==> src/rtl/sdr_pkg.sv <==
// Shared constants and types of the step and direction output stage.
package sdr_pkg;

    // ====================================================================
    // Register offsets
    localparam logic [7:0] SDR_OFS_GLOBAL_CONFIG = 8'h00;
    localparam logic [7:0] SDR_OFS_STEP_DIR_TIMING = 8'h10;
    localparam logic [7:0] SDR_OFS_PROFILE_SELECT = 8'h20;
    localparam logic [7:0] SDR_OFS_CURRENT_POSITION = 8'h21;
    localparam logic [7:0] SDR_OFS_CURRENT_VELOCITY = 8'h22;
    localparam logic [7:0] SDR_OFS_CURRENT_ACCELERATION = 8'h23;
    localparam logic [7:0] SDR_OFS_VELOCITY_LIMIT = 8'h24;
    localparam logic [7:0] SDR_OFS_START_VELOCITY = 8'h25;
    localparam logic [7:0] SDR_OFS_STOP_VELOCITY = 8'h26;
    localparam logic [7:0] SDR_OFS_BREAKPOINT_VELOCITY = 8'h27;
    localparam logic [7:0] SDR_OFS_ACCELERATION_LIMIT = 8'h28;
    localparam logic [7:0] SDR_OFS_DECELERATION_LIMIT = 8'h29;
    localparam logic [7:0] SDR_OFS_INITIAL_ACCELERATION = 8'h2A;
    localparam logic [7:0] SDR_OFS_FINAL_DECELERATION = 8'h2B;
    localparam logic [7:0] SDR_OFS_JERK_VALUE_1 = 8'h2D;
    localparam logic [7:0] SDR_OFS_JERK_VALUE_4 = 8'h30;
    localparam logic [7:0] SDR_OFS_CLOCK_FREQUENCY_VALUE = 8'h31;
    localparam logic [7:0] SDR_OFS_TARGET_POSITION = 8'h37;

    // ====================================================================
    // Field positions
    localparam int unsigned SDR_GC_STEP_IDLE_POL_BIT = 3;
    localparam int unsigned SDR_GC_TOGGLE_STEP_BIT = 4;
    localparam int unsigned SDR_GC_DIR_POL_BIT = 5;
    localparam int unsigned SDR_GC_REVERSE_DIR_BIT = 28;
    localparam int unsigned SDR_TIM_WIDTH_LSB = 0;
    localparam int unsigned SDR_TIM_SETUP_LSB = 16;
    localparam int unsigned SDR_TIM_FIELD_W = 16;
    localparam int unsigned SDR_PROF_POS_MODE_BIT = 2;

    // ====================================================================
    // Register widths
    localparam int unsigned SDR_DATA_W = 32;
    localparam int unsigned SDR_PROF_W = 3;
    localparam int unsigned SDR_VEL_W = 24;
    localparam int unsigned SDR_ACC_W = 24;
    localparam int unsigned SDR_VSS_W = 31;
    localparam int unsigned SDR_ALIM_W = 24;
    localparam int unsigned SDR_JERK_W = 24;
    localparam int unsigned SDR_JERK_N = 4;
    localparam int unsigned SDR_CLKF_W = 25;

    // ====================================================================
    // Reset values
    localparam logic [31:0] SDR_GC_RESET = 32'h0000_0020;
    localparam logic [31:0] SDR_ZERO_RESET = 32'h0000_0000;

    // Step sequencer states, Gray coded along idle, pulse, hold.
    typedef enum logic [1:0] {
        SDR_IDLE = 2'b00,
        SDR_PULSE = 2'b01,
        SDR_HOLD = 2'b11,
        SDR_DIR_WAIT = 2'b10
    } sdr_state_t;

endpackage : sdr_pkg

==> src/rtl/sdr_step_shaper.sv <==
// Step pin former: pulse or toggle encoding with selectable idle level.
`timescale 1ns/100ps
module sdr_step_shaper (
    input wire logic clk_in,
    input wire logic rst_n_in,
    input wire logic pulse_phase_in,
    input wire logic idle_pol_in,
    input wire logic toggle_in,
    output logic step_pin_out
);
    logic phase_prev_reg;
    logic phase_prev_next;
    logic toggle_reg;
    logic toggle_next;
    logic pin_reg;
    logic pin_next;

    // ====================================================================
    // Next values; the toggle level flips on the first cycle of a pulse
    // phase so both encodings move the pin at the same edge. Outside toggle
    // mode the level is parked at zero, so entering toggle mode leaves the
    // pin at its idle level instead of making a stray step edge.
    always_comb begin
        phase_prev_next = pulse_phase_in;
        toggle_next = toggle_in ? toggle_reg ^ (pulse_phase_in & ~phase_prev_reg) : 1'b0;
        if (toggle_in) begin
            pin_next = toggle_next ^ idle_pol_in;
        end else begin
            pin_next = pulse_phase_in ^ idle_pol_in;
        end
    end

    // Registers only; the pin comes straight from a flip-flop.
    always_ff @(posedge clk_in or negedge rst_n_in) begin
        if (!rst_n_in) begin
            phase_prev_reg <= 1'b0;
            toggle_reg <= 1'b0;
            pin_reg <= 1'b0;
        end else begin
            phase_prev_reg <= phase_prev_next;
            toggle_reg <= toggle_next;
            pin_reg <= pin_next;
        end
    end

    assign step_pin_out = pin_reg;

endmodule : sdr_step_shaper

==> src/rtl/sdr_step_dir_out.sv <==
// Step and direction output stage with its ramp parameter registers.
`timescale 1ns/100ps
module sdr_step_dir_out #(
    parameter int unsigned MICROSTEP_W = 10
) (
    input wire logic MCLK_IN,
    input wire logic ARST_N_IN,
    input wire logic [7:0] REG_ADDR_IN,
    input wire logic [sdr_pkg::SDR_DATA_W-1:0] REG_WDATA_IN,
    input wire logic REG_WR_IN,
    input wire logic REG_RD_IN,
    output logic [sdr_pkg::SDR_DATA_W-1:0] REG_RDATA_OUT,
    input wire logic STEP_REQ_IN,
    output logic STEP_READY_OUT,
    input wire logic [sdr_pkg::SDR_VEL_W-1:0] VELOCITY_IN,
    input wire logic [sdr_pkg::SDR_ACC_W-1:0] ACCEL_IN,
    output logic [sdr_pkg::SDR_PROF_W-1:0] PROFILE_SELECT_OUT,
    output logic POSITIONING_MODE_OUT,
    output logic [sdr_pkg::SDR_DATA_W-1:0] TARGET_POSITION_OUT,
    output logic [MICROSTEP_W-1:0] MICROSTEP_COUNT_OUT,
    output logic STEP_OUTPUT_PIN_OUT,
    output logic DIRECTION_OUTPUT_PIN_OUT
);
    import sdr_pkg::*;

    // Counter widths outside this range cannot be served by the walk logic.
    if (MICROSTEP_W < 2 || MICROSTEP_W > 16) begin : g_bad_width
        $error("MICROSTEP_W must lie between 2 and 16.");
    end

    // Direction pin level for a microstep walk; the polarity bit set means
    // a backward walk shows as a high pin.
    function automatic logic dir_level(input logic fwd, input logic pol);
        dir_level = pol ? ~fwd : fwd;
    endfunction : dir_level

    // ====================================================================
    // Register storage
    logic [31:0] gc_reg, gc_next;
    logic [31:0] timing_reg, timing_next;
    logic [SDR_PROF_W-1:0] prof_reg, prof_next;
    logic [31:0] pos_reg, pos_next;
    logic [SDR_VEL_W-1:0] vel_reg, vel_next;
    logic [SDR_ACC_W-1:0] acc_reg, acc_next;
    logic [31:0] vlim_reg, vlim_next;
    logic [SDR_VSS_W-1:0] start_velocity_reg, start_velocity_next;
    logic [SDR_VSS_W-1:0] stop_velocity_reg, stop_velocity_next;
    logic [SDR_VSS_W-1:0] breakpoint_velocity_reg, breakpoint_velocity_next;
    logic [SDR_ALIM_W-1:0] acceleration_limit_reg, acceleration_limit_next;
    logic [SDR_ALIM_W-1:0] deceleration_limit_reg, deceleration_limit_next;
    logic [SDR_ALIM_W-1:0] initial_acceleration_reg, initial_acceleration_next;
    logic [SDR_ALIM_W-1:0] final_deceleration_reg, final_deceleration_next;
    logic [SDR_JERK_W-1:0] jerk_reg [SDR_JERK_N];
    logic [SDR_JERK_W-1:0] jerk_next [SDR_JERK_N];
    logic [SDR_CLKF_W-1:0] clkf_reg, clkf_next;
    logic [31:0] xtgt_reg, xtgt_next;
    logic [31:0] rdata_reg, rdata_next;

    // Step sequencer state
    sdr_state_t state_reg, state_next;
    logic [SDR_TIM_FIELD_W-1:0] cnt_reg, cnt_next;
    logic dir_reg, dir_next;
    logic [MICROSTEP_W-1:0] microstep_counter_reg, microstep_counter_next;

    // Configuration fields
    logic [SDR_TIM_FIELD_W-1:0] step_width;
    logic [SDR_TIM_FIELD_W-1:0] dir_setup;
    logic idle_pol;
    logic toggle_mode;
    logic dir_pol;
    logic reverse_dir;
    logic req_neg;
    logic req_fwd;
    logic req_dir;
    logic step_take;
    logic [7:0] jerk_idx;

    assign step_width = timing_reg[SDR_TIM_WIDTH_LSB +: SDR_TIM_FIELD_W];
    assign dir_setup = timing_reg[SDR_TIM_SETUP_LSB +: SDR_TIM_FIELD_W];
    assign idle_pol = gc_reg[SDR_GC_STEP_IDLE_POL_BIT];
    assign toggle_mode = gc_reg[SDR_GC_TOGGLE_STEP_BIT];
    assign dir_pol = gc_reg[SDR_GC_DIR_POL_BIT];
    assign reverse_dir = gc_reg[SDR_GC_REVERSE_DIR_BIT];

    // The request's walk comes from the velocity sign and the reverse bit,
    // and the pin level is taken from that walk.
    assign req_neg = VELOCITY_IN[SDR_VEL_W-1];
    assign req_fwd = ~req_neg ^ reverse_dir;
    assign req_dir = dir_level(req_fwd, dir_pol);
    assign STEP_READY_OUT = (state_reg == SDR_IDLE) && (req_dir == dir_reg);
    assign step_take = STEP_REQ_IN && STEP_READY_OUT;
    assign jerk_idx = REG_ADDR_IN - SDR_OFS_JERK_VALUE_1;

    // ====================================================================
    // Register writes. A software write to the position wins over a step
    // landing in the same cycle, so an overwrite is never half applied.
    always_comb begin
        gc_next = gc_reg;
        timing_next = timing_reg;
        prof_next = prof_reg;
        vlim_next = vlim_reg;
        start_velocity_next = start_velocity_reg;
        stop_velocity_next = stop_velocity_reg;
        breakpoint_velocity_next = breakpoint_velocity_reg;
        acceleration_limit_next = acceleration_limit_reg;
        deceleration_limit_next = deceleration_limit_reg;
        initial_acceleration_next = initial_acceleration_reg;
        final_deceleration_next = final_deceleration_reg;
        jerk_next = jerk_reg;
        clkf_next = clkf_reg;
        xtgt_next = xtgt_reg;
        vel_next = VELOCITY_IN;
        acc_next = ACCEL_IN;
        pos_next = pos_reg;
        if (step_take) begin
            pos_next = req_neg ? pos_reg - 32'h0000_0001 : pos_reg + 32'h0000_0001;
        end
        if (REG_WR_IN) begin
            case (REG_ADDR_IN)
                SDR_OFS_GLOBAL_CONFIG: gc_next = REG_WDATA_IN;
                SDR_OFS_STEP_DIR_TIMING: timing_next = REG_WDATA_IN;
                SDR_OFS_PROFILE_SELECT: prof_next = REG_WDATA_IN[SDR_PROF_W-1:0];
                SDR_OFS_CURRENT_POSITION: pos_next = REG_WDATA_IN;
                SDR_OFS_VELOCITY_LIMIT: vlim_next = REG_WDATA_IN;
                SDR_OFS_START_VELOCITY: start_velocity_next = REG_WDATA_IN[SDR_VSS_W-1:0];
                SDR_OFS_STOP_VELOCITY: stop_velocity_next = REG_WDATA_IN[SDR_VSS_W-1:0];
                SDR_OFS_BREAKPOINT_VELOCITY: breakpoint_velocity_next = REG_WDATA_IN[SDR_VSS_W-1:0];
                SDR_OFS_ACCELERATION_LIMIT: acceleration_limit_next = REG_WDATA_IN[SDR_ALIM_W-1:0];
                SDR_OFS_DECELERATION_LIMIT: deceleration_limit_next = REG_WDATA_IN[SDR_ALIM_W-1:0];
                SDR_OFS_INITIAL_ACCELERATION: initial_acceleration_next = REG_WDATA_IN[SDR_ALIM_W-1:0];
                SDR_OFS_FINAL_DECELERATION: final_deceleration_next = REG_WDATA_IN[SDR_ALIM_W-1:0];
                SDR_OFS_CLOCK_FREQUENCY_VALUE: clkf_next = REG_WDATA_IN[SDR_CLKF_W-1:0];
                SDR_OFS_TARGET_POSITION: xtgt_next = REG_WDATA_IN;
                default: begin
                    if (REG_ADDR_IN >= SDR_OFS_JERK_VALUE_1 && REG_ADDR_IN <= SDR_OFS_JERK_VALUE_4) begin
                        jerk_next[jerk_idx[1:0]] = REG_WDATA_IN[SDR_JERK_W-1:0];
                    end
                end
            endcase
        end
    end

    // ====================================================================
    // Read data is captured on the read strobe; unmapped offsets read zero
    // and narrow registers read zero above their width.
    always_comb begin
        rdata_next = rdata_reg;
        if (REG_RD_IN) begin
            case (REG_ADDR_IN)
                SDR_OFS_GLOBAL_CONFIG: rdata_next = gc_reg;
                SDR_OFS_STEP_DIR_TIMING: rdata_next = timing_reg;
                SDR_OFS_PROFILE_SELECT: rdata_next = 32'(prof_reg);
                SDR_OFS_CURRENT_POSITION: rdata_next = pos_reg;
                SDR_OFS_CURRENT_VELOCITY: rdata_next = 32'(vel_reg);
                SDR_OFS_CURRENT_ACCELERATION: rdata_next = 32'(acc_reg);
                SDR_OFS_VELOCITY_LIMIT: rdata_next = vlim_reg;
                SDR_OFS_START_VELOCITY: rdata_next = 32'(start_velocity_reg);
                SDR_OFS_STOP_VELOCITY: rdata_next = 32'(stop_velocity_reg);
                SDR_OFS_BREAKPOINT_VELOCITY: rdata_next = 32'(breakpoint_velocity_reg);
                SDR_OFS_ACCELERATION_LIMIT: rdata_next = 32'(acceleration_limit_reg);
                SDR_OFS_DECELERATION_LIMIT: rdata_next = 32'(deceleration_limit_reg);
                SDR_OFS_INITIAL_ACCELERATION: rdata_next = 32'(initial_acceleration_reg);
                SDR_OFS_FINAL_DECELERATION: rdata_next = 32'(final_deceleration_reg);
                SDR_OFS_CLOCK_FREQUENCY_VALUE: rdata_next = 32'(clkf_reg);
                SDR_OFS_TARGET_POSITION: rdata_next = xtgt_reg;
                default: begin
                    rdata_next = SDR_ZERO_RESET;
                    if (REG_ADDR_IN >= SDR_OFS_JERK_VALUE_1 && REG_ADDR_IN <= SDR_OFS_JERK_VALUE_4) begin
                        rdata_next = 32'(jerk_reg[jerk_idx[1:0]]);
                    end
                end
            endcase
        end
    end

    // ====================================================================
    // Step sequencer. A direction change is made only from idle, which the
    // hold phase guarantees is width+1 cycles after the pulse ends; the
    // setup wait then blocks steps. The hold phase also spaces steps of the
    // same direction, trading peak step rate for a simple timing proof.
    always_comb begin
        state_next = state_reg;
        cnt_next = cnt_reg;
        dir_next = dir_reg;
        microstep_counter_next = microstep_counter_reg;
        case (state_reg)
            SDR_IDLE: begin
                if (step_take) begin
                    state_next = SDR_PULSE;
                    cnt_next = step_width;
                    microstep_counter_next = req_fwd ? microstep_counter_reg + 1'b1 : microstep_counter_reg - 1'b1;
                end else if (STEP_REQ_IN) begin
                    state_next = SDR_DIR_WAIT;
                    dir_next = req_dir;
                    cnt_next = dir_setup;
                end
            end
            SDR_PULSE: begin
                if (cnt_reg == '0) begin
                    state_next = SDR_HOLD;
                    cnt_next = step_width;
                end else begin
                    cnt_next = cnt_reg - 1'b1;
                end
            end
            SDR_HOLD, SDR_DIR_WAIT: begin
                if (cnt_reg == '0) begin
                    state_next = SDR_IDLE;
                end else begin
                    cnt_next = cnt_reg - 1'b1;
                end
            end
            default: begin
                state_next = SDR_IDLE;
            end
        endcase
    end

    // All register groups are only registered here.
    always_ff @(posedge MCLK_IN or negedge ARST_N_IN) begin
        if (!ARST_N_IN) begin
            gc_reg <= SDR_GC_RESET;
            timing_reg <= SDR_ZERO_RESET;
            prof_reg <= '0;
            pos_reg <= SDR_ZERO_RESET;
            vel_reg <= '0;
            acc_reg <= '0;
            vlim_reg <= SDR_ZERO_RESET;
            start_velocity_reg <= '0;
            stop_velocity_reg <= '0;
            breakpoint_velocity_reg <= '0;
            acceleration_limit_reg <= '0;
            deceleration_limit_reg <= '0;
            initial_acceleration_reg <= '0;
            final_deceleration_reg <= '0;
            for (int i = 0; i < SDR_JERK_N; i++) begin
                jerk_reg[i] <= '0;
            end
            clkf_reg <= '0;
            xtgt_reg <= SDR_ZERO_RESET;
            rdata_reg <= SDR_ZERO_RESET;
            state_reg <= SDR_IDLE;
            cnt_reg <= '0;
            dir_reg <= 1'b0;
            microstep_counter_reg <= '0;
        end else begin
            gc_reg <= gc_next;
            timing_reg <= timing_next;
            prof_reg <= prof_next;
            pos_reg <= pos_next;
            vel_reg <= vel_next;
            acc_reg <= acc_next;
            vlim_reg <= vlim_next;
            start_velocity_reg <= start_velocity_next;
            stop_velocity_reg <= stop_velocity_next;
            breakpoint_velocity_reg <= breakpoint_velocity_next;
            acceleration_limit_reg <= acceleration_limit_next;
            deceleration_limit_reg <= deceleration_limit_next;
            initial_acceleration_reg <= initial_acceleration_next;
            final_deceleration_reg <= final_deceleration_next;
            jerk_reg <= jerk_next;
            clkf_reg <= clkf_next;
            xtgt_reg <= xtgt_next;
            rdata_reg <= rdata_next;
            state_reg <= state_next;
            cnt_reg <= cnt_next;
            dir_reg <= dir_next;
            microstep_counter_reg <= microstep_counter_next;
        end
    end

    // ====================================================================
    // Step pin former and output wiring.
    sdr_step_shaper u_shaper (
        .clk_in(MCLK_IN),
        .rst_n_in(ARST_N_IN),
        .pulse_phase_in(state_reg == SDR_PULSE),
        .idle_pol_in(idle_pol),
        .toggle_in(toggle_mode),
        .step_pin_out(STEP_OUTPUT_PIN_OUT)
    );

    assign DIRECTION_OUTPUT_PIN_OUT = dir_reg;
    assign REG_RDATA_OUT = rdata_reg;
    assign PROFILE_SELECT_OUT = prof_reg;
    assign POSITIONING_MODE_OUT = prof_reg[SDR_PROF_POS_MODE_BIT];
    assign TARGET_POSITION_OUT = xtgt_reg;
    assign MICROSTEP_COUNT_OUT = microstep_counter_reg;

    // ====================================================================
    // Checking helpers: pulse phase as seen on the pin, its length, and the
    // cycles since the last pulse and the last direction change.
    logic act_q;
    logic [16:0] width_cnt_q;
    logic [16:0] since_fall_q;
    logic [16:0] since_dir_q;

    always_ff @(posedge MCLK_IN or negedge ARST_N_IN) begin
        if (!ARST_N_IN) begin
            act_q <= 1'b0;
            width_cnt_q <= '0;
            since_fall_q <= 17'h1FFFF;
            since_dir_q <= 17'h1FFFF;
        end else begin
            act_q <= (state_reg == SDR_PULSE);
            width_cnt_q <= act_q ? width_cnt_q + 1'b1 : '0;
            since_fall_q <= act_q ? '0 : (&since_fall_q ? since_fall_q : since_fall_q + 1'b1);
            since_dir_q <= (dir_next != dir_reg) ? '0
                : (&since_dir_q ? since_dir_q : since_dir_q + 1'b1);
        end
    end
endmodule : sdr_step_dir_out

==> config.mk <==
export PLATFORM = sky130hd
export DESIGN_NAME = sdr_step_dir_out
export DESIGN_NICKNAME = d
export VERILOG_FILES = /design/src/rtl/sdr_pkg.sv /design/src/rtl/sdr_step_shaper.sv /design/src/rtl/sdr_step_dir_out.sv
export SDC_FILE = /design/constraint.sdc
export NUM_CORES = 1
export LEC_CHECK = 0
export BUFFER_PORTS_ARGS = -buffer_cell sky130_fd_sc_hd__buf_2
export CORE_MARGIN = 5
export CORE_UTILIZATION = 65
export CTS_CLUSTER_DIAMETER = 120
export CTS_CLUSTER_SIZE = 14
export DETAILED_ROUTE_END_ITERATION = 16
export GPL_TIMING_DRIVEN = 0
export PLACE_DENSITY_LB_ADDON = 0.08
export SYNTH_ARGS = -nofsm -noshare
export SYNTH_HDL_FRONTEND = slang
export SYNTH_SLANG_ARGS = --single-unit
==> constraint.sdc <==
create_clock -name MCLK_IN -period 8.1 [get_ports MCLK_IN]
set_input_delay 1.62 -clock MCLK_IN [delete_from_list [all_inputs] [get_ports MCLK_IN]]
set_output_delay 1.62 -clock MCLK_IN [all_outputs]
set_load 0.1 [all_outputs]
## Word-level counts from Yosys, hierarchy flattened

Index checks and enable logic that the tools add are counted.

| operators by class | value |
|---|---|
| $add $sub $neg | 6 |
| multipliers | 0 |
| divide/modulo/power cells | 0 |
| $lt $le $gt $ge | 4 |
| equality and inequality tests | 23 |
| shifts and indexed selects | 0 |
| mux-type cells | 26 |
| bitwise operators | 11 |
| reductions and logical operators | 27 |

Operators by type and width:

| operator | number |
|---|---|
| case mux 32 bit (16 select lines) | 1 |
| two-way mux 32 bit | 4 |
| equality test 8 x 6 -> 1 bit, second input constant | 14 |
| bitwise mux 96 bit | 1 |
| two-way mux 24 bit | 4 |
| two-way mux 16 bit | 4 |
| binary-select mux 24 bit (select 2 bit) | 1 |
| demux 24 bit (select 2 bit) | 1 |
| case mux 16 bit (3 select lines) | 1 |
| adder 32 x 1 -> 32 bit, second input constant | 1 |
| subtractor 32 x 1 -> 32 bit, second input constant | 1 |
| AND reduction 2 bit | 15 |
| zero test 16 bit | 1 |
| subtractor 16 x 1 -> 16 bit, second input constant | 1 |
| OR reduction 14 bit | 1 |
| adder 10 x 1 -> 10 bit, second input constant | 1 |
| two-way mux 10 bit | 1 |
| subtractor 10 x 1 -> 10 bit, second input constant | 1 |
| AND reduction 3 bit | 3 |
| equality test 8 x 5 -> 1 bit, second input constant | 1 |
| greater-or-equal comparator 8 x 6 -> 1 bit, second input constant | 1 |
| less-or-equal comparator 8 x 6 -> 1 bit, second input constant | 1 |
| zero test 8 bit | 1 |
| two-way mux 2 bit | 4 |
| 17 further kinds | 32 |

| storage, ports and cells | value |
|---|---|
| register bits after elaboration | 585 |
| latch bits | 0 |
| bits in writable memories | 0 |
| ROM bits | 0 |
| bits of input ports | 93 |
| output and inout bits | 81 |
| memories | 0 |

## Depth between registers and ports, before layout

| logic depth | value |
|---|---|
| word-level depth | 10 |
| depth in mapped cells | 13 |

## Hierarchy

A second synthesis with hierarchy kept.

| second synthesis, totals | value |
|---|---|
| cell total of the unflattened synthesis | 2,270 |
| area, all modules | 27,764.1 sq um |

Modules (own cells, without submodules):

| module | times used | cells an instance | area an instance (sq um) |
|---|---|---|---|
| sdr_step_dir_out | 1 | 2,260 | 27,627.7 |
| sdr_step_shaper | 1 | 10 | 136.4 |

## Worst setup path after synthesis

No wires, ideal clock.

| path | value |
|---|---|
| path type | input -> output |
| start | input port VELOCITY_IN[23] in the netlist's numbering |
| end | output port STEP_READY_OUT |
| data arrival time | 3,656 ps |
| slack | 2,824 ps |
| stages | 5 |
| buffers on the path | 1 |
| path through | xnor2_2 -> xor2_1 -> xor2_1 -> buf_4 -> nor2_1 |

| between the ends | value |
|---|---|
| cells in the longest elaborated chain, start to end | 6 |

RTL lines:

| item | line | text |
|---|---|---|
| start: declaration | sdr_step_dir_out.sv:15 | `input wire logic [sdr_pkg::SDR_VEL_W-1:0] VELOCITY_IN,` |
| inverter 1 bit * | sdr_step_dir_out.sv:88 | `assign req_fwd = ~req_neg ^ reverse_dir;` |
| bitwise XOR 1 bit * | sdr_step_dir_out.sv:88 |  |
| inverter 1 bit | sdr_step_dir_out.sv:34 | `dir_level = pol ? ~fwd : fwd;` |
| two-way mux 1 bit * | sdr_step_dir_out.sv:34 |  |
| equality test 1 bit * | sdr_step_dir_out.sv:90 | `assign STEP_READY_OUT = (state_reg == SDR_IDLE) && (req_dir == dir_reg);` |
| logical AND 1 bit * | sdr_step_dir_out.sv:90 |  |
| end: declaration | sdr_step_dir_out.sv:14 | `output logic STEP_READY_OUT,` |

Every way passes the cells marked *; elsewhere a longest branch is shown, timed or not.

## Final worst setup path

| path | value |
|---|---|
| start | input port REG_ADDR_IN[0] |
| end | register rdata_reg[11], in the netlist REG_RDATA_OUT[11] |

| between the ends | value |
|---|---|
| cells in the longest elaborated chain, start to end | 7 |
| elaborated cells between the ends (all ways) | 26 |

RTL lines:

| item | line | text |
|---|---|---|
| start: declaration | sdr_step_dir_out.sv:8 | `input wire logic [7:0] REG_ADDR_IN,` |
| subtractor 2 x 1 -> 2 bit | sdr_step_dir_out.sv:92 | `assign jerk_idx = REG_ADDR_IN - SDR_OFS_JERK_VALUE_1;` |
| inverter 2 -> 3 bit (not written as such) | sdr_step_dir_out.sv:169 | `rdata_next = 32'(jerk_reg[jerk_idx[1:0]]);` |
| binary-select mux 24 bit (select 2 bit) | sdr_step_dir_out.sv:169 |  |
| two-way mux 24 bit (not written as such) (2 in series) | sdr_step_dir_out.sv:169 |  |
| two-way mux 24 bit | sdr_step_dir_out.sv:168 | `if (REG_ADDR_IN >= SDR_OFS_JERK_VALUE_1 && REG_ADDR_IN <= SDR_OFS_JERK_VALUE_4) begin` |
| case mux 32 bit (16 select lines) * | sdr_step_dir_out.sv:149 | `case (REG_ADDR_IN)` |
| end signal: assignment | sdr_step_dir_out.sv:264 | `rdata_reg <= rdata_next;` |
| end: declaration | sdr_step_dir_out.sv:57 | `logic [31:0] rdata_reg, rdata_next;` |

Every way passes the cells marked *; elsewhere a longest branch is shown, timed or not. The select of a mux whose other input is x is not followed.
A chain may end at the register's enable or synchronous reset.

==> results summary <==
The proportion of synthesized chip area in sequential cells came out at 53.16%. Setup repair after global routing left no endpoint under its margin. In the post-synthesis netlist, the biggest area contributors are sky130_fd_sc_hd__dfrtp_1 (53%), sky130_fd_sc_hd__mux2_2 (17%), sky130_fd_sc_hd__a22oi_1 (2.5%), sky130_fd_sc_hd__nand2_1 (2.1%), sky130_fd_sc_hd__ha_1 (2.0%). The arrival time at the worst endpoint came out at 6140 ps. Once routing completed, OpenROAD measured the worst setup slack at 2508 ps. The top-level I/O count is 174. Data on the critical path is required at its endpoint by 8650 ps. The number of standard-cell rows in the floorplan is 75.

The detailed placement HPWL is 62,490 microns. The number of register bits inferred by synthesis came out at 585. After clock tree synthesis, the clock-pin slew on the worst setup and hold paths is 70 ps.

Counting flops with a built-in enable in the synthesized netlist gives 0. The H-tree was split into 2 levels. The worst hold slack came out at 495.9 ps. Counting both buffers and inverters, the worst setup path holds a total of 6. The power per cell area is 246.6 mW/mm^2. At the end of routability-driven placement, the weighted congestion stood at 0.9411. The fraction of registers with async set or reset after synthesis came out at 100.0%.

During placement, the flow inserted port buffers numbering 166. The remaining antenna violation count came out at 0. The leakage power figure came out at 14.86 nW.

Each instance of the synthesized netlist takes up on average 12.44 sq um. Summed over all failing endpoints, the final setup total negative slack is 0 ps. In this run the most critical hold path is launched from REG_RDATA_OUT[5]$_DFFE_PN0P_. The utilization after layout came out at 72.64%. For this run, design rule violations remaining after detail routing come to 0. The die area is 0.04659 sq mm.

The horizontal die dimension is 215.8 microns. Dividing the detail-routed wire length by the instance count gives 28.64 microns. The final count of negative-setup-slack endpoints came out at 0. The setup path with the least slack is of type primary input to register. The final layout net count came out at 2,575.

The initial utilization of the core area, before any placement, comes to 65.66%. The number of flip-flops in the largest register came out at 96. The deepest clock path buffer count is 3. The count of buffers added by post-CTS timing repair for setup came out at 0.

The run finished with clean final reports. Global routing used 36.66% of the available tracks across all layers. In the synthesized netlist the dominant register cell turns out to be sky130_fd_sc_hd__dfrtp_1.

The total number of clock tree sinks came out at 585. The remaining global-route overflow is 0. The slowest cell on the critical path is sky130_fd_sc_hd__nor4_1. After layout, the worst path uses 69.04% of the clock period.

Across all layers, the routed design uses 20,348 vias. The number of detailed-route iterations in the first pass is 8. Across the VDD grid, the largest voltage drop is 0.2548 mV. The placeable core region is 0.04195 sq mm. Max-cap violations in this run came to 0. Counting every net in the synthesized netlist gives 2,354. The critical path endpoint category is a register. The maximum cell stage delay along the critical path is 990 ps. The clock reaches the later pin of the worst-skew pair after 610 ps. The worst setup path startpoint is REG_ADDR_IN[0]. Gates resized during post-CTS repair numbered 0. The post-detailed-route via-to-cell ratio is 6.817. The wire length of the first global-routing pass came out at 130,000 microns. The leading area contributor after synthesis is sky130_fd_sc_hd__dfrtp_1. STA classifies the critical path startpoint as a primary input. The DRC marker count from the first detailed-route iteration is 2,274.

Clock tree synthesis selected as its root buffer the cell sky130_fd_sc_hd__clkbuf_16. The signal on the critical path passes through buf_2 > clkbuf_1 > buf_1 > inv_1 > ha_1 > nand2_1 > nor4_1 > and2_1 > clkbuf_1 > clkbuf_1 > a222oi_1 > nand4_1 > o22a_1. The unique cell type count in the Yosys netlist came out at 81. The clock tree from TritonCTS is done.

Of all nets on the critical path, the largest fanout is 10. The post-synthesis cell area is 0.02754 sq mm. The Yosys warning count came out at 0. The final number of hold-violating endpoints is 0.

The CTS buffer count is 47. The max-slew violation count is 0. The minimum clock period came out at 5592 ps. The clock arrives with 18.06 ps of skew.

The most common cell type on the critical path is sky130_fd_sc_hd__clkbuf_1. The actual slew at the worst max-slew pin came out at 1360 ps. The highest clock frequency the design can meet is 178.8 MHz.

The initial antenna violation count is 1. The synthesis-to-layout area growth is 10.64%. The overall die height is 215.8 microns. The largest net degree at the start of global routing came out at 125. The relative slew slack came out at 8.642%. On the critical path the largest part of the delay comes from buffers and inverters. The library cells used most frequently in the layout, excluding fill and tap cells, are sky130_fd_sc_hd__dfrtp_1 (584), sky130_fd_sc_hd__mux2_2 (423), sky130_fd_sc_hd__buf_2 (220).

The number of hold buffers added after CTS came out at 0. The worst register-to-register path begins at pos_reg[0]$_DFF_PN0_. The worst hold path belongs to the class register to register. The synthesized design devotes to its leading area cell type 53.06% of total area. The number of global-route vias before repair came out at 20,826. For this block, the routed nets add up to 85,490 microns of wire.

The post-route netlist has 32.53% of its cells at a drive strength greater than 1. The placement-stage worst setup slack came out at 2152 ps. The synthesized instance count came out at 2,214. The library cell used most frequently in the layout, excluding fill and tap cells, is sky130_fd_sc_hd__dfrtp_1.
-- cell usage after synthesis (14+ instances only) --
cell type and count:
sky130_fd_sc_hd__a22o_1 16, sky130_fd_sc_hd__mux2i_1 19, sky130_fd_sc_hd__a221oi_1 38, sky130_fd_sc_hd__a22oi_1 93
sky130_fd_sc_hd__mux2_4 20, sky130_fd_sc_hd__nand4_1 21, sky130_fd_sc_hd__inv_1 22, sky130_fd_sc_hd__nor2_1 84
sky130_fd_sc_hd__xor2_1 18, sky130_fd_sc_hd__a21o_1 18, sky130_fd_sc_hd__buf_1 19, sky130_fd_sc_hd__dfrtp_1 584
sky130_fd_sc_hd__xnor2_1 27, sky130_fd_sc_hd__ha_1 45, sky130_fd_sc_hd__and2_1 14, sky130_fd_sc_hd__mux2_2 423
sky130_fd_sc_hd__clkbuf_1 66, sky130_fd_sc_hd__a21oi_1 93, sky130_fd_sc_hd__nand3_1 54, sky130_fd_sc_hd__o22a_1 16
sky130_fd_sc_hd__buf_2 55, sky130_fd_sc_hd__nand2_1 152, sky130_fd_sc_hd__buf_4 17, sky130_fd_sc_hd__a31oi_1 17
sky130_fd_sc_hd__a222oi_1 35, sky130_fd_sc_hd__mux4_2 24, sky130_fd_sc_hd__o21ai_0 70
-- cell families (layout without fill, tap and decap cells) --
logic type	Yosys count	count (layout)	synth area share, %
adder cells (fa/ha/maj)	47	47	2.190
flip-flops	585	585	53.16
XOR/XNOR	46	46	1.490
AO/OA/AOI/OAI	454	454	11.69
multiplexers	490	490	21.20
buffers and inverters	185	415	3.153
other	0	2	0
AND/OR/NAND/NOR	407	407	7.119
-- per-layer routing --
metal / track usage (%) / wire length (microns)
met3: 7.777 / 8239
met1: 50.62 / 33910
met4: 14.49 / 3744
met5: 0 / 10
met2: 57.68 / 39590
-- worst paths after layout --
check | to | slack [ps] | cells after the start
setup / recovery | REG_RDATA_OUT[11]$_DFFE_PN0P_ | 2510 | 13
hold / removal | REG_RDATA_OUT[5]$_DFFE_PN0P_ | 500 | 1
setup reg to reg | pos_reg[26]$_DFF_PN0_ | 4670 | 10
hold reg to reg | REG_RDATA_OUT[5]$_DFFE_PN0P_ | 500 | 1
max in group asynchronous | TARGET_POSITION_OUT[20]$_DFFE_PN0P_ | 4800 | 6
min in group asynchronous | MICROSTEP_COUNT_OUT[5]$_DFFE_PN0P_ | 960 | 1
-- report_power, final --
group	leakage, nW	total, mW	internal, mW	switching (mW)
Sequential	7.83	3.44	3.20	0.242
Combinational	6.42	1.99	0.714	1.28
Clock	0.606	2.09	1.04	1.04
-- per-stage QoR --
step | power [mW] | std cells | area, sq um
after floorplan | 4.911 | 2214 | 27540
after global placement | 5.376 | 2919 | 29050
after detailed placement | 5.439 | 2925 | 29220
after CTS | 7.491 | 2983 | 30470
after global routing | 7.838 | 2983 | 30470
final | 7.514 | 2985 | 30470
-- final cells by class --
| cell class | instances | area [sq um] |
|---|---|---|
| flip-flops and latches | 585 | 14640 |
| multi-input cells | 1444 | 12030 |
| fillers | 2969 | 11480 |
| clock buffers | 55 | 1206 |
| repair buffers | 172 | 1006 |
| plain buffers | 163 | 785.8 |
| well taps | 539 | 674.4 |
| inverters | 22 | 82.58 |
| clock inverters | 3 | 37.54 |
| diodes | 2 | 5.005 |
No activity file was read; power rests on OpenSTA's default activity.
